`config.mk`:
```
export PLATFORM = sky130hd
export DESIGN_NAME = tim_irq_top
export DESIGN_NICKNAME = d
export VERILOG_FILES = /design/src/rtl/tim_pkg.sv /design/src/rtl/tim_irq_top.sv /design/src/rtl/tim_excursion.sv
export SDC_FILE = /design/constraint.sdc
export NUM_CORES = 1
export LEC_CHECK = 0
export BUFFER_PORTS_ARGS = -buffer_cell sky130_fd_sc_hd__buf_4
export CAP_MARGIN = 30
export CORE_MARGIN = 1
export CORE_UTILIZATION = 48
export CTS_CLUSTER_SIZE = 25
export DETAILED_ROUTE_END_ITERATION = 10
export PLACE_DENSITY = 0.94
export SYNTH_ARGS = -nofsm -noshare
export SYNTH_HDL_FRONTEND = slang
export SYNTH_SLANG_ARGS = --single-unit
```
`constraint.sdc`:
```
create_clock -name clk_in -period 2.3 [get_ports clk_in]
set_clock_uncertainty 0.1 [all_clocks]
set_input_delay 0 -clock clk_in [delete_from_list [all_inputs] [get_ports clk_in]]
set_output_delay 0 -clock clk_in [all_outputs]
set_load 0.1 [all_outputs]
```
`src/rtl/tim_pkg.sv`:
```
//----------------------------------------------------------------------
// tim_pkg
//----------------------------------------------------------------------
// Purpose: constants and types for the temperature interrupt mode/mask
// Assumes: 8-bit register port from the serial front end
// Notes:   status bit positions match the monitor's status register
package tim_pkg;

   // register map
   localparam logic [7:0] TIM_MASK2_ADDR  = 8'h04;
   localparam logic [7:0] TIM_MASK2_RESET = 8'h00;

   // mode and mask field positions in the mask/mode register
   localparam int TIM_SHUT_MODE_BIT = 7;
   localparam int TIM_HOT_MODE_BIT  = 6;
   localparam int TIM_SHUT_MASK_BIT = 5;
   localparam int TIM_INTR_MASK_BIT = 4;
   localparam int TIM_FAN2_MASK_BIT = 3;
   localparam int TIM_RW_LSB        = 3;

   // status bit positions
   localparam int TIM_STAT_SHUT_BIT = 5;
   localparam int TIM_STAT_INTR_BIT = 4;
   localparam int TIM_STAT_FAN2_BIT = 3;
   localparam int TIM_STAT_HOT_BIT  = 0;
   localparam logic [7:0] TIM_STAT_RESET = 8'h00;

   // one limit comparison result, valid with the conversion strobe
   typedef struct packed
   {
      logic over;        // temperature above the limit
      logic below_hyst;  // temperature below the hysteresis limit
   } tim_cmp_type;

endpackage : tim_pkg

```
`src/rtl/tim_irq_top.sv`:
```
//----------------------------------------------------------------------
// tim_irq_top
//----------------------------------------------------------------------
// Purpose: interrupt mode and mask register with its status sources
// Assumes: register strobes come from the serial bus front end,
//          comparisons and strobes are synchronous to clk_in
// Notes:   bits 2:0 of the register live elsewhere and read as zero
//
// Functional notes
// repeating mode interrupts above shutdown limit
// status read clears; next conversion re-raises
// repeating continues until below hysteresis
// one-time mode gives one shutdown interrupt
// one-time re-arms only after below hysteresis
// one-time read clears; bit may stay clear
// hot limit repeating mode when bit 6 zero
// hot limit one-time mode when bit 6 set
// bits 5,4,3 mask status; RW, reset zero
// shutdown status set above either shutdown limit
// interrupt asserted while unmasked status bit set
`timescale 1ns/10ps
module tim_irq_top
   import tim_pkg::*;
(
   input  wire logic        clk_in,          // 10 MHz system clock
   input  wire logic        sys_rst_in,      // async reset, active high
   input  wire logic        reg_wr_in,       // register write strobe
   input  wire logic        reg_rd_in,       // register read strobe
   input  wire logic [7:0]  reg_addr_in,     // register offset
   input  wire logic [7:0]  reg_wdata_in,    // write data
   input  wire logic        status_rd_in,    // status register read
   input  wire logic        conv_done_in,    // conversion complete pulse
   input  wire tim_cmp_type shut_hi_in,      // high shutdown limit cmp
   input  wire tim_cmp_type shut_lo_in,      // low shutdown limit cmp
   input  wire tim_cmp_type hot_in,          // hot limit cmp
   input  wire logic        intrusion_input_in, // intrusion latched
   input  wire logic        fan2_speed_input_in, // fan 2 limit hit
   input  wire logic        hot_mask_in,     // hot mask, other register
   output logic [7:0]       reg_rdata_out,   // register read data
   output logic [7:0]       status_out,      // status bits owned here
   output logic             irq_n_out        // interrupt, active low
);

   logic [7:TIM_RW_LSB] mode_mask;
   tim_cmp_type         shut_cmp;
   logic                shut_flag;
   logic                hot_flag;
   logic                shut_armed;
   logic                hot_armed;
   logic                intr_flag;
   logic                fan2_flag;
   logic [7:0]          next_status;
   logic [7:0]          eff_mask;
   logic                next_irq_n;

   //---------------------------------------------------------------
   // mask and mode register
   //---------------------------------------------------------------
   // all five bits read/write, zero after reset
   always_ff @(posedge clk_in or posedge sys_rst_in)
   begin
      if (sys_rst_in)
         mode_mask <= TIM_MASK2_RESET[7:TIM_RW_LSB];
      else if (reg_wr_in && reg_addr_in == TIM_MASK2_ADDR)
         mode_mask <= reg_wdata_in[7:TIM_RW_LSB];
   end

   // readback, other offsets answer zero
   always_ff @(posedge clk_in or posedge sys_rst_in)
   begin
      if (sys_rst_in)
         reg_rdata_out <= 8'h00;
      else if (reg_rd_in)
         reg_rdata_out <= (reg_addr_in == TIM_MASK2_ADDR)
                          ? {mode_mask, 3'h0} : 8'h00;
   end

   //---------------------------------------------------------------
   // limit excursions
   //---------------------------------------------------------------
   // either shutdown limit counts; hysteresis needs both sides inside
   assign shut_cmp.over       = shut_hi_in.over || shut_lo_in.over;
   assign shut_cmp.below_hyst = shut_hi_in.below_hyst
                                && shut_lo_in.below_hyst;

   tim_excursion u_shut
   (
      .clk_in       (clk_in),
      .sys_rst_in   (sys_rst_in),
      .conv_done_in (conv_done_in),
      .cmp_in       (shut_cmp),
      .one_time_in  (mode_mask[TIM_SHUT_MODE_BIT]),
      .clear_in     (status_rd_in),
      .flag_out     (shut_flag),
      .armed_out    (shut_armed)
   );

   tim_excursion u_hot
   (
      .clk_in       (clk_in),
      .sys_rst_in   (sys_rst_in),
      .conv_done_in (conv_done_in),
      .cmp_in       (hot_in),
      .one_time_in  (mode_mask[TIM_HOT_MODE_BIT]),
      .clear_in     (status_rd_in),
      .flag_out     (hot_flag),
      .armed_out    (hot_armed)
   );

   //---------------------------------------------------------------
   // level-set status bits, read clears, set wins
   //---------------------------------------------------------------
   always_ff @(posedge clk_in or posedge sys_rst_in)
   begin
      if (sys_rst_in)
         intr_flag <= 1'b0;
      else if (intrusion_input_in)
         intr_flag <= 1'b1;
      else if (status_rd_in)
         intr_flag <= 1'b0;
   end

   always_ff @(posedge clk_in or posedge sys_rst_in)
   begin
      if (sys_rst_in)
         fan2_flag <= 1'b0;
      else if (fan2_speed_input_in)
         fan2_flag <= 1'b1;
      else if (status_rd_in)
         fan2_flag <= 1'b0;
   end

   //---------------------------------------------------------------
   // status image and interrupt
   //---------------------------------------------------------------
   always_comb
   begin
      next_status = TIM_STAT_RESET;
      next_status[TIM_STAT_SHUT_BIT] = shut_flag;
      next_status[TIM_STAT_INTR_BIT] = intr_flag;
      next_status[TIM_STAT_FAN2_BIT] = fan2_flag;
      next_status[TIM_STAT_HOT_BIT]  = hot_flag;
      eff_mask = 8'h00;
      eff_mask[TIM_STAT_SHUT_BIT] = mode_mask[TIM_SHUT_MASK_BIT];
      eff_mask[TIM_STAT_INTR_BIT] = mode_mask[TIM_INTR_MASK_BIT];
      eff_mask[TIM_STAT_FAN2_BIT] = mode_mask[TIM_FAN2_MASK_BIT];
      eff_mask[TIM_STAT_HOT_BIT]  = hot_mask_in;
      next_irq_n = ~|(next_status & ~eff_mask);
   end

   // registered so the pin never glitches on mask writes
   always_ff @(posedge clk_in or posedge sys_rst_in)
   begin
      if (sys_rst_in)
      begin
         status_out <= TIM_STAT_RESET;
         irq_n_out  <= 1'b1;
      end
      else
      begin
         status_out <= next_status;
         irq_n_out  <= next_irq_n;
      end
   end
endmodule : tim_irq_top

```
`src/rtl/tim_excursion.sv`:
```
//----------------------------------------------------------------------
// tim_excursion
//----------------------------------------------------------------------
// Purpose: one limit's status flag in repeating or one-time mode
// Assumes: cmp_in is valid while conv_done_in pulses
// Notes:   a set on the same edge as a clear wins
`timescale 1ns/10ps
module tim_excursion
   import tim_pkg::*;
(
   input  wire logic        clk_in,       // system clock
   input  wire logic        sys_rst_in,   // async reset, active high
   input  wire logic        conv_done_in, // conversion complete pulse
   input  wire tim_cmp_type cmp_in,       // limit comparison
   input  wire logic        one_time_in,  // 1 = one-time mode
   input  wire logic        clear_in,     // status read pulse
   output logic             flag_out,     // status flag
   output logic             armed_out     // one-time mode armed
);

   logic in_exc;
   logic set_rep;
   logic set_one;

   //---------------------------------------------------------------
   // excursion tracking
   //---------------------------------------------------------------
   // excursion lasts from crossing the limit until below hysteresis
   always_ff @(posedge clk_in or posedge sys_rst_in)
   begin
      if (sys_rst_in)
         in_exc <= 1'b0;
      else if (conv_done_in && cmp_in.below_hyst)
         in_exc <= 1'b0;
      else if (conv_done_in && cmp_in.over)
         in_exc <= 1'b1;
   end

   // repeating: every conversion inside an excursion sets the flag
   assign set_rep = conv_done_in && !one_time_in && !cmp_in.below_hyst
                    && (cmp_in.over || in_exc);
   // one-time: only the first crossing while armed
   assign set_one = conv_done_in && one_time_in && armed_out
                    && cmp_in.over;

   //---------------------------------------------------------------
   // re-arm tracking, kept internal and invisible to software
   //---------------------------------------------------------------
   always_ff @(posedge clk_in or posedge sys_rst_in)
   begin
      if (sys_rst_in)
         armed_out <= 1'b1;
      else if (conv_done_in && cmp_in.below_hyst)
         armed_out <= 1'b1;
      else if (set_one)
         armed_out <= 1'b0;
   end

   //---------------------------------------------------------------
   // status flag, read clears, set wins
   //---------------------------------------------------------------
   always_ff @(posedge clk_in or posedge sys_rst_in)
   begin
      if (sys_rst_in)
         flag_out <= 1'b0;
      else if (set_rep || set_one)
         flag_out <= 1'b1;
      else if (clear_in)
         flag_out <= 1'b0;
   end

endmodule : tim_excursion

```
Word level (Yosys, flattened, before mapping) --
Cells that the tools add are included.
Word-level totals: flip-flop bits (word level) 26, input port bits 31, output and inout port bits 17
Cells by class: mux-type cells 14, reductions and logical operators 37, bitwise logic cells 2, eq/ne operators 1
Operators with widths (number):
- logical AND 1 bit | 18
- nonzero test 2 bit | 8
- 2-to-1 mux 1 bit | 13
- bitwise AND 6 x 8 -> 8 bit | 1
- equality test 8 x 3 -> 1 bit (second input constant) | 1
- 2-to-1 mux 8 bit | 1
- inverter 6 -> 8 bit | 1
- OR reduction 8 bit | 1
- zero test 1 bit | 5
- logical OR 1 bit | 5

Logic depth before layout (Yosys ltp) --
Gate-level depths: netlist of run 1.
depth in word-level cells 6, depth in mapped cells 4, depth with buffers taken out 3

By module --
A second synthesis of run 1 with hierarchy kept.
Unflattened totals: cell total of the unflattened synthesis 88, area, all modules 998.5 um2
Modules (own cells, without submodules):
- tim_irq_top | cells an instance 62, area an instance 735.7 um2, times used 1
- tim_excursion | cells an instance 13, area an instance 131.4 um2, times used 2

Worst setup path after synthesis of run 1 --
No wires, ideal clock.
path type register to register, start point reg, netlist name reg_rdata_out[3], end point reg reg_rdata_out[3], path slack 0.968 ns, arrival 1.149 ns, buffers on the path 0, period minus slack after synthesis 1.332 ns, stages on the path, launching flop included 3, required time 2.117 ns, cell sequence dfrtp_1 -> inv_1 -> o22ai_1
RTL lines:
- end signal, assigned | line tim_irq_top.sv:74 | reg_rdata_out <= (reg_addr_in == TIM_MASK2_ADDR)
- end, declared | line tim_irq_top.sv:39 | output logic [7:0] reg_rdata_out,

Worst setup path in the final report of run 1 --
start point in shut_hi_in[1] (netlist name), end point reg u_shut.flag_out
On the way: word-level cells in the longest chain between the ends 5, elaborated cells between the ends (all ways) 7, classes of those cells mux: 1; reduce/logical: 6
RTL lines:
- start, declared | line tim_irq_top.sv:33 | input wire tim_cmp_type shut_hi_in,
- logical OR 1 bit * | line tim_irq_top.sv:82 | assign shut_cmp.over = shut_hi_in.over || shut_lo_in.over;
- logical OR 1 bit | line tim_excursion.sv:41 | && (cmp_in.over || in_exc);
- logical AND 1 bit | line tim_excursion.sv:41
- logical OR 1 bit * | line tim_excursion.sv:66 | else if (set_rep || set_one)
- 2-to-1 mux 1 bit / nonzero test 2 bit (equally long branches)
- end signal, assigned | line tim_excursion.sv:65 | flag_out <= 1'b0;
- end signal, assigned | line tim_excursion.sv:67 | flag_out <= 1'b1;
- end signal, assigned | line tim_excursion.sv:69 | flag_out <= 1'b0;
- end, declared | line tim_excursion.sv:17 | output logic flag_out,
Mark *: on every way between the ends. The rest lies on a longest branch, timed or not. A chain may end at the register's enable or synchronous reset.

==> implementation parameters, run 1 <==
Parameter                              Value

Global routing
  Via count of the first global-routing pass ... 823
  Wire length of the first global-routing pass ... 3620 microns
  Largest net degree at the start of global routing ... 24
  Total track usage ... 24.5%
  Number of antenna violations at the first check in global routing ... 0
  Overflow left after global routing ... 0

Floorplanning
  CORE AREA ... 1960 sq um
  Cell row count ... 16
  Height of the die ... 47.5 microns
  Boundary pin count ... 48
  Full die area ... 2260 sq um
  Die W ... 47.5 microns
  Initial standard-cell utilization of the core ... 50.7%

Power and ir drop
  PwrDens ... 562 nW/um^2
  VDD IR max ... 0.368 mV
  Static leakage ... 0.743 nW

Route
  First-pass DRT Iterations ... 4
  Overall routed net length ... 2580 microns
  DRC marker count from the first detailed-route iteration ... 16
  Vias after detailed routing ... 872
  Number of remaining DRC errors ... 0
  Mean routed wirelength per cell ... 14.6 microns
  Drt via density ... 4.93
  Number of nets still failing antenna checks after routing ... 0

Place
  Placed cell area ... 1270 sq um
  Post-DP HPWL ... 1550 microns
  Count of buffers from port buffering ... 37
  Final weighted congestion of routability-driven global placement ... 0.792

Layout
  Highest-count cells in the layout ignoring fill and taps ... 37 x sky130_fd_sc_hd__buf_4, 25 x sky130_fd_sc_hd__dlygate4sd3_1, 20 x sky130_fd_sc_hd__dfrtp_1
  Final Cell Area ... 1550 sq um
  Area of combinational cells with multiple inputs ... 329 sq um
  Number of filler cells placed in the layout ... 104
  Ant diodes ... 0
  Final nets ... 182
  Area taken by flip-flops and latches ... 579 sq um
  Layout cells sized above 1 ... 34.0%
  P&R area growth vs syn ... 55.3%
  Leading cell type in the layout, fill and taps excluded ... sky130_fd_sc_hd__buf_4

CTS
  Clock tree root buffer cell ... sky130_fd_sc_hd__clkbuf_4
  CTS tree ... done
  Number of instances resized during post-cts repair ... 0
  Clk sink count ... 23
  TritonCTS buffer count ... 3
  Clock buffer depth ... 2
  Setup repair bufs after CTS ... 0
  H-tree lvl count ... 1
  Clock network latency to the later pin of the worst-skew pair ... 300 ps
  Reg clk slew, reported paths ... 120 ps

Worst setup path
  Crit-path max FO ... 3
  CP Cell Sequence ... dlygate4sd3_1 > buf_4 > nor3_1 > dlygate4sd3_1 > o221ai_1 > dlygate4sd3_1
  Type of the worst setup path ... input pin to register
  Signal arrival time at the worst endpoint ... 2130 ps
  CP Capture Type ... register
  Element type at the critical path start ... input pin
  Crit-path slowest cell ... sky130_fd_sc_hd__dlygate4sd3_1
  Cell with the most instances on the worst path ... sky130_fd_sc_hd__dlygate4sd3_1
  Delay contributed by the slowest stage of the critical path ... 580 ps
  CP required ... 2400 ps

STA
  Final hold slack ... -2.00 ps
  Transition time at the pin with the least slew margin ... 842 ps
  Top achievable clock speed ... 492 MHz
  Sum Neg Setup Slack ... 0 ps
  Final number of setup-violating endpoints ... 0
  Unrepaired setup endpoints after global routing ... no
  Time the worst path needs with I/O delays and setup ... 2030 ps
  Final slew viol count ... 0
  Number of hold violations in the final report ... 2
  Fin crit share ... 88.3%
  Max transition margin ... 43.8%

Synthesis
  Instance count of the mapped netlist ... 87
  Yosys top cell by area ... sky130_fd_sc_hd__dfrtp_1
  Synth Area per Inst ... 11.4 sq um
  Cell area after synthesis ... 995 sq um
  Top area cells in the synthesized netlist ... sky130_fd_sc_hd__dfrtp_1 50%, sky130_fd_sc_hd__dfstp_2 7.9%, sky130_fd_sc_hd__mux2_2 5.7%
  Post-synthesis cell type count ... 23
  Yosys warning count ... 0
  Post-synthesis sequential area ratio ... 58.2%
  Area fraction of the dominant cell type after synthesis ... 50.3%
  Count of state elements after synthesis ... 23

Status
  Outcome ... finished, violations left
  Violations in the final reports ... negative hold slack

Run
  Max capacitance violation total ... 0

Min path
  Min-delay worst type ... input pin to register
-- worst paths after layout --
| kind | startpoint | endpoint | slack [ps] | depth (start not counted) |
|---|---|---|---|---|
| setup / recovery | shut_hi_in[1] | u_shut.flag_out$_DFFE_PP0P_ | 270 | 6 |
| hold / removal | reg_addr_in[6] | reg_rdata_out[7]$_DFFE_PP0P_ | -2 | 4 |
| setup reg to reg | u_shut.in_exc$_DFFE_PP0P_ | u_shut.flag_out$_DFFE_PP0P_ | 300 | 4 |
| hold reg to reg | u_hot.flag_out$_DFFE_PP0P_ | status_out[0]$_DFF_PP0_ | 290 | 0 |
| max in group asynchronous | sys_rst_in | u_shut.flag_out$_DFFE_PP0P_ | 1280 | 3 |
| min in group asynchronous | sys_rst_in | mode_mask[7]$_DFFE_PP0P_ | 310 | 3 |
-- kinds of logic after synthesis --
logic type / share of synthesized area (%)
flip-flops: 58.2
AND/OR/NAND/NOR: 11.9
multiplexers: 5.66
other: 0.377
AO/OA/AOI/OAI: 12.8
buffers and inverters: 10.9
-- state kept, by name, indices dropped and copies added, names as in the netlist --
signal	count
irq_n_out	1
u_shut.flag_out	1
u_hot.in_exc	1
mode_mask	5
status_out	4
u_shut.armed_out	1
fan2_flag	1
u_hot.flag_out	1
u_shut.in_exc	1
intr_flag	1
u_hot.armed_out	1
reg_rdata_out	5
-- worst max-delay path: cells and delay by family --
kind | cells | cell delay, ps
AO/OA/AOI/OAI | 1 | 110
buffers and inverters | 4 | 1860
AND/OR/NAND/NOR | 1 | 150
-- per-layer routing --
layer / global-route usage, % / vias up / routed length [microns]
met3: 8.30 / 12 / 159
met5: 0 / - / 0
met4: 10.3 / 0 / 71
met2: 43.6 / 45 / 1380
met1: 26.4 / 407 / 971
li1: - / 408 / -
-- stage by stage --
step	worst slack, ps	power (W)	utilization, %	std cells	hold slack, ps
finish	269	0.000869	78.8	177	-2.00
detailed placement	1090	0.000650	64.7	148	89.2
floorplan	968	0.000595	-	93	-100
global route	240	0.000907	78.8	177	0.997
global placement	1180	0.000642	64.7	148	78.3
CTS	344	0.000861	78.8	177	3.82
-- layout make-up --
type / instances / share of cell area [%]
sequential: 23 / 37.5
timing repair buffer: 62 / 34.2
tap: 27 / 2.19
clock buffer: 4 / 1.70
multi-input combinational: 48 / 21.3
inverter: 13 / 3.16
-- cell usage after synthesis --
cell type,count
sky130_fd_sc_hd__dfrtp_1,20
sky130_fd_sc_hd__inv_1,13
sky130_fd_sc_hd__nand2_1,10
sky130_fd_sc_hd__buf_4,7
sky130_fd_sc_hd__o22ai_1,6
sky130_fd_sc_hd__mux2_2,5
sky130_fd_sc_hd__dfstp_2,3
sky130_fd_sc_hd__a21o_1,2
sky130_fd_sc_hd__a21oi_1,2
sky130_fd_sc_hd__clkbuf_1,2
sky130_fd_sc_hd__nand3_1,2
sky130_fd_sc_hd__o211ai_1,2
sky130_fd_sc_hd__o21a_1,2
sky130_fd_sc_hd__o221ai_1,2
sky130_fd_sc_hd__a221oi_1,1
sky130_fd_sc_hd__a22o_1,1
sky130_fd_sc_hd__conb_1,1
sky130_fd_sc_hd__nand3_2,1
sky130_fd_sc_hd__nand3b_1,1
sky130_fd_sc_hd__nor2_1,1
sky130_fd_sc_hd__nor3_1,1
sky130_fd_sc_hd__nor4_4,1
sky130_fd_sc_hd__nor4b_4,1
-- what timing repair did --
action / in CTS / in global routing
endpoints found under the hold margin: 39 / 0
hold buffers: 25 / 0
endpoints found under the setup margin: 0 / 0
-- power breakdown --
part	switching [W]	internal (W)	leakage, nW	total, W
Clock	0.000114	0.0000677	0.0150	0.000182
Sequential	0.0000142	0.000430	0.284	0.000444
Combinational	0.000154	0.0000891	0.444	0.000243
Total	0.000282	0.000586	0.743	0.000869
(Power assumes the default switching activity.)
==> run 2, diff against run 1 <==
--- a/config.mk
+++ b/config.mk
@@ -5,7 +5,7 @@
 export SDC_FILE = /design/constraint.sdc
 export NUM_CORES = 1
 export LEC_CHECK = 0
-export BUFFER_PORTS_ARGS = -buffer_cell sky130_fd_sc_hd__buf_4
+export BUFFER_PORTS_ARGS = -buffer_cell sky130_fd_sc_hd__buf_2
 export CAP_MARGIN = 30
 export CORE_MARGIN = 1
 export CORE_UTILIZATION = 48
==> implementation parameters, run 2 (synthesis gave the netlist of run 1 again) <==
Parameter                              Value

Status
  Outcome ... finished, final reports clean (was finished, violations left)

Worst setup path
  CP required ... 2460 ps (was 2400 ps)
  Signal arrival time at the worst endpoint ... 2010 ps (was 2130 ps)
  Type of the worst setup path ... input pin to register (unchanged)
  Crit-path max FO ... 9 (was 3)
  Element type at the critical path start ... input pin (unchanged)
  CP Capture Type ... register (unchanged)

STA
  Final slew viol count ... 0 (unchanged)
  Unrepaired setup endpoints after global routing ... no (unchanged)
  Time the worst path needs with I/O delays and setup ... 1840 ps (was 2030 ps)
  Max transition margin ... 43.9% (was 43.8%)
  Sum Neg Setup Slack ... 0 ps (unchanged)
  Number of hold violations in the final report ... 0 (was 2)
  Final number of setup-violating endpoints ... 0 (unchanged)
  Final worst setup slack ... 459 ps (was 269 ps)
  Top achievable clock speed ... 543 MHz (was 492 MHz)
  Transition time at the pin with the least slew margin ... 841 ps (was 842 ps)
  Fin crit share ... 80.1% (was 88.3%)

Layout
  P&R area growth vs syn ... 50.2% (was 55.3%)
  Largest registers in the final layout ... mode_mask (5), reg_rdata_out (5), status_out (4) (unchanged)
  Final nets ... 186 (was 182)
  Leading cell type in the layout, fill and taps excluded ... sky130_fd_sc_hd__buf_2 (was sky130_fd_sc_hd__buf_4)
  Highest-count cells in the layout ignoring fill and taps ... 37 x sky130_fd_sc_hd__buf_2, 29 x sky130_fd_sc_hd__dlygate4sd3_1, 20 x sky130_fd_sc_hd__dfrtp_1 (was 37 x sky130_fd_sc_hd__buf_4, 25 x sky130_fd_sc_hd__dlygate4sd3_1, 20 x sky130_fd_sc_hd__dfrtp_1)
  Layout cells sized above 1 ... 33.8% (was 34.0%)
  Ant diodes ... 0 (unchanged)

CTS
  Clk sink count ... 23 (unchanged)
  H-tree lvl count ... 1 (unchanged)
  Setup repair bufs after CTS ... 0 (unchanged)
  Clock buffer depth ... 2 (unchanged)
  Clock network latency to the later pin of the worst-skew pair ... 320 ps (was 300 ps)
  TritonCTS buffer count ... 3 (unchanged)
  Clock tree root buffer cell ... sky130_fd_sc_hd__clkbuf_4 (unchanged)
  Reg clk slew, reported paths ... 130 ps (was 120 ps)
  CTS tree ... done (unchanged)
  Number of instances resized during post-cts repair ... 0 (unchanged)

Global routing
  Total track usage ... 29.1% (was 24.5%)
  Number of antenna violations at the first check in global routing ... 0 (unchanged)
  Via count of the first global-routing pass ... 902 (was 823)
  Wire length of the first global-routing pass ... 4290 microns (was 3620 microns)
  Overflow left after global routing ... 0 (unchanged)
  Largest net degree at the start of global routing ... 24 (unchanged)

Route
  DRC marker count from the first detailed-route iteration ... 28 (was 16)
  Drt via density ... 5.20 (was 4.93)
  Vias after detailed routing ... 941 (was 872)
  Mean routed wirelength per cell ... 16.7 microns (was 14.6 microns)
  Number of remaining DRC errors ... 0 (unchanged)
  Overall routed net length ... 3020 microns (was 2580 microns)
  First-pass DRT Iterations ... 4 (unchanged)
  Number of nets still failing antenna checks after routing ... 0 (unchanged)

Power and ir drop
  PwrDens ... 583 nW/um^2 (was 562 nW/um^2)
  Share of power burned in combinational logic ... 26.8% (was 28.0%)
  Static leakage ... 0.745 nW (was 0.743 nW)
  VDD IR max ... 0.351 mV (was 0.368 mV)
  Final Power ... 0.000871 W (was 0.000869 W)
  Clock share of power ... 21.9% (was 20.9%)
  Switching power ... 0.000299 W (was 0.000282 W)
  Sw frac ... 34.3% (was 32.5%)
  Cell Int Power ... 0.000572 W (was 0.000586 W)
  Sequential power share ... 51.3% (was 51.1%)

Floorplanning
  Die W ... 47.5 microns (unchanged)
  Cell row count ... 16 (unchanged)
  Height of the die ... 47.5 microns (unchanged)
  Full die area ... 2260 sq um (unchanged)
  Boundary pin count ... 48 (unchanged)
  Initial standard-cell utilization of the core ... 50.7% (unchanged)
  CORE AREA ... 1960 sq um (unchanged)

Min path
  Min-delay worst type ... input pin to register (unchanged)

Place
  Post-DP HPWL ... 1590 microns (was 1550 microns)
  Final weighted congestion of routability-driven global placement ... 0.771 (was 0.792)
  Count of buffers from port buffering ... 37 (unchanged)
  DP Worst Slack ... 1150 ps (was 1090 ps)

Run
  Max capacitance violation total ... 0 (unchanged)
-- run 2: cell count changes in the layout (fill, tap and decap cells not counted), sizes merged --
cell         previous run  this run
dlygate4sd3            25        29
clkbuf                  4         3
clkinv                  0         1
-- run 2: power groups by stage --
stage                     sequential, W  combinational, W  clock [W]
after floorplan                0.000498         0.0000967          0
after global placement         0.000449          0.000176          0
after detailed placement       0.000451          0.000181          0
after CTS                      0.000443          0.000224   0.000186
after global routing           0.000449          0.000246   0.000209
final                          0.000447          0.000233   0.000191
-- run 2: stage by stage --
step | cell area (sq um) | hold slack, ps | cells | utilization, %
final | 1490 | 48.9 | 181 | 76.1
after global routing | 1490 | 37.6 | 181 | 76.1
after CTS | 1490 | 6.57 | 181 | 76.1
after detailed placement | 1180 | 95.2 | 148 | 59.9
after global placement | 1180 | 78.1 | 148 | 59.9
after floorplan | 1020 | -100 | 93 | -
-- run 2: layer usage --
metal | global-route usage (%) | up-vias | part of all wire [%] | wire, microns
li1 | - | 414 | - | -
met1 | 31.0 | 449 | 36 | 1090
met2 | 50.7 | 64 | 51 | 1550
met3 | 11.3 | 14 | 8.8 | 266
met4 | 13.1 | 0 | 3.8 | 114
met5 | 0 | - | 0 | 0
-- run 2: final cells by class --
class	count	area [sq um]
fill	116	468
multi-input combinational	48	329
inverter	13	48.8
tap	27	33.8
clock inverter	1	5.00
sequential	23	579
clock buffer	3	22.5
timing repair buffer	66	475
-- run 2: critical path: stages --
cell and delay (ps):
sky130_fd_sc_hd__dlygate4sd3_1 520, sky130_fd_sc_hd__buf_2 180, sky130_fd_sc_hd__nand3_1 80, sky130_fd_sc_hd__dlygate4sd3_1 590, sky130_fd_sc_hd__nand2_1 80, sky130_fd_sc_hd__dlygate4sd3_1 560
-- run 2: final timing paths --
| kind | from | end | slack, ps | depth (start not counted) |
|---|---|---|---|---|
| hold reg to reg | u_hot.flag_out$_DFFE_PP0P_ | status_out[0]$_DFF_PP0_ | 310 | 0 |
| setup reg to reg | mode_mask[7]$_DFFE_PP0P_ | u_shut.flag_out$_DFFE_PP0P_ | 620 | 3 |
| setup / recovery | conv_done_in | u_shut.armed_out$_DFFE_PP1P_ | 460 | 6 |
| min in group asynchronous | sys_rst_in | fan2_flag$_DFFE_PP0P_ | 280 | 3 |
| hold / removal | reg_wr_in | mode_mask[3]$_DFFE_PP0P_ | 50 | 3 |
| max in group asynchronous | sys_rst_in | mode_mask[3]$_DFFE_PP0P_ | 1310 | 3 |
-- run 2: repair_timing --
action	4_1_cts	5_1_grt
hold endpoints to repair	39	0
hold buffers	29	0
endpoints found under the setup margin	0	0
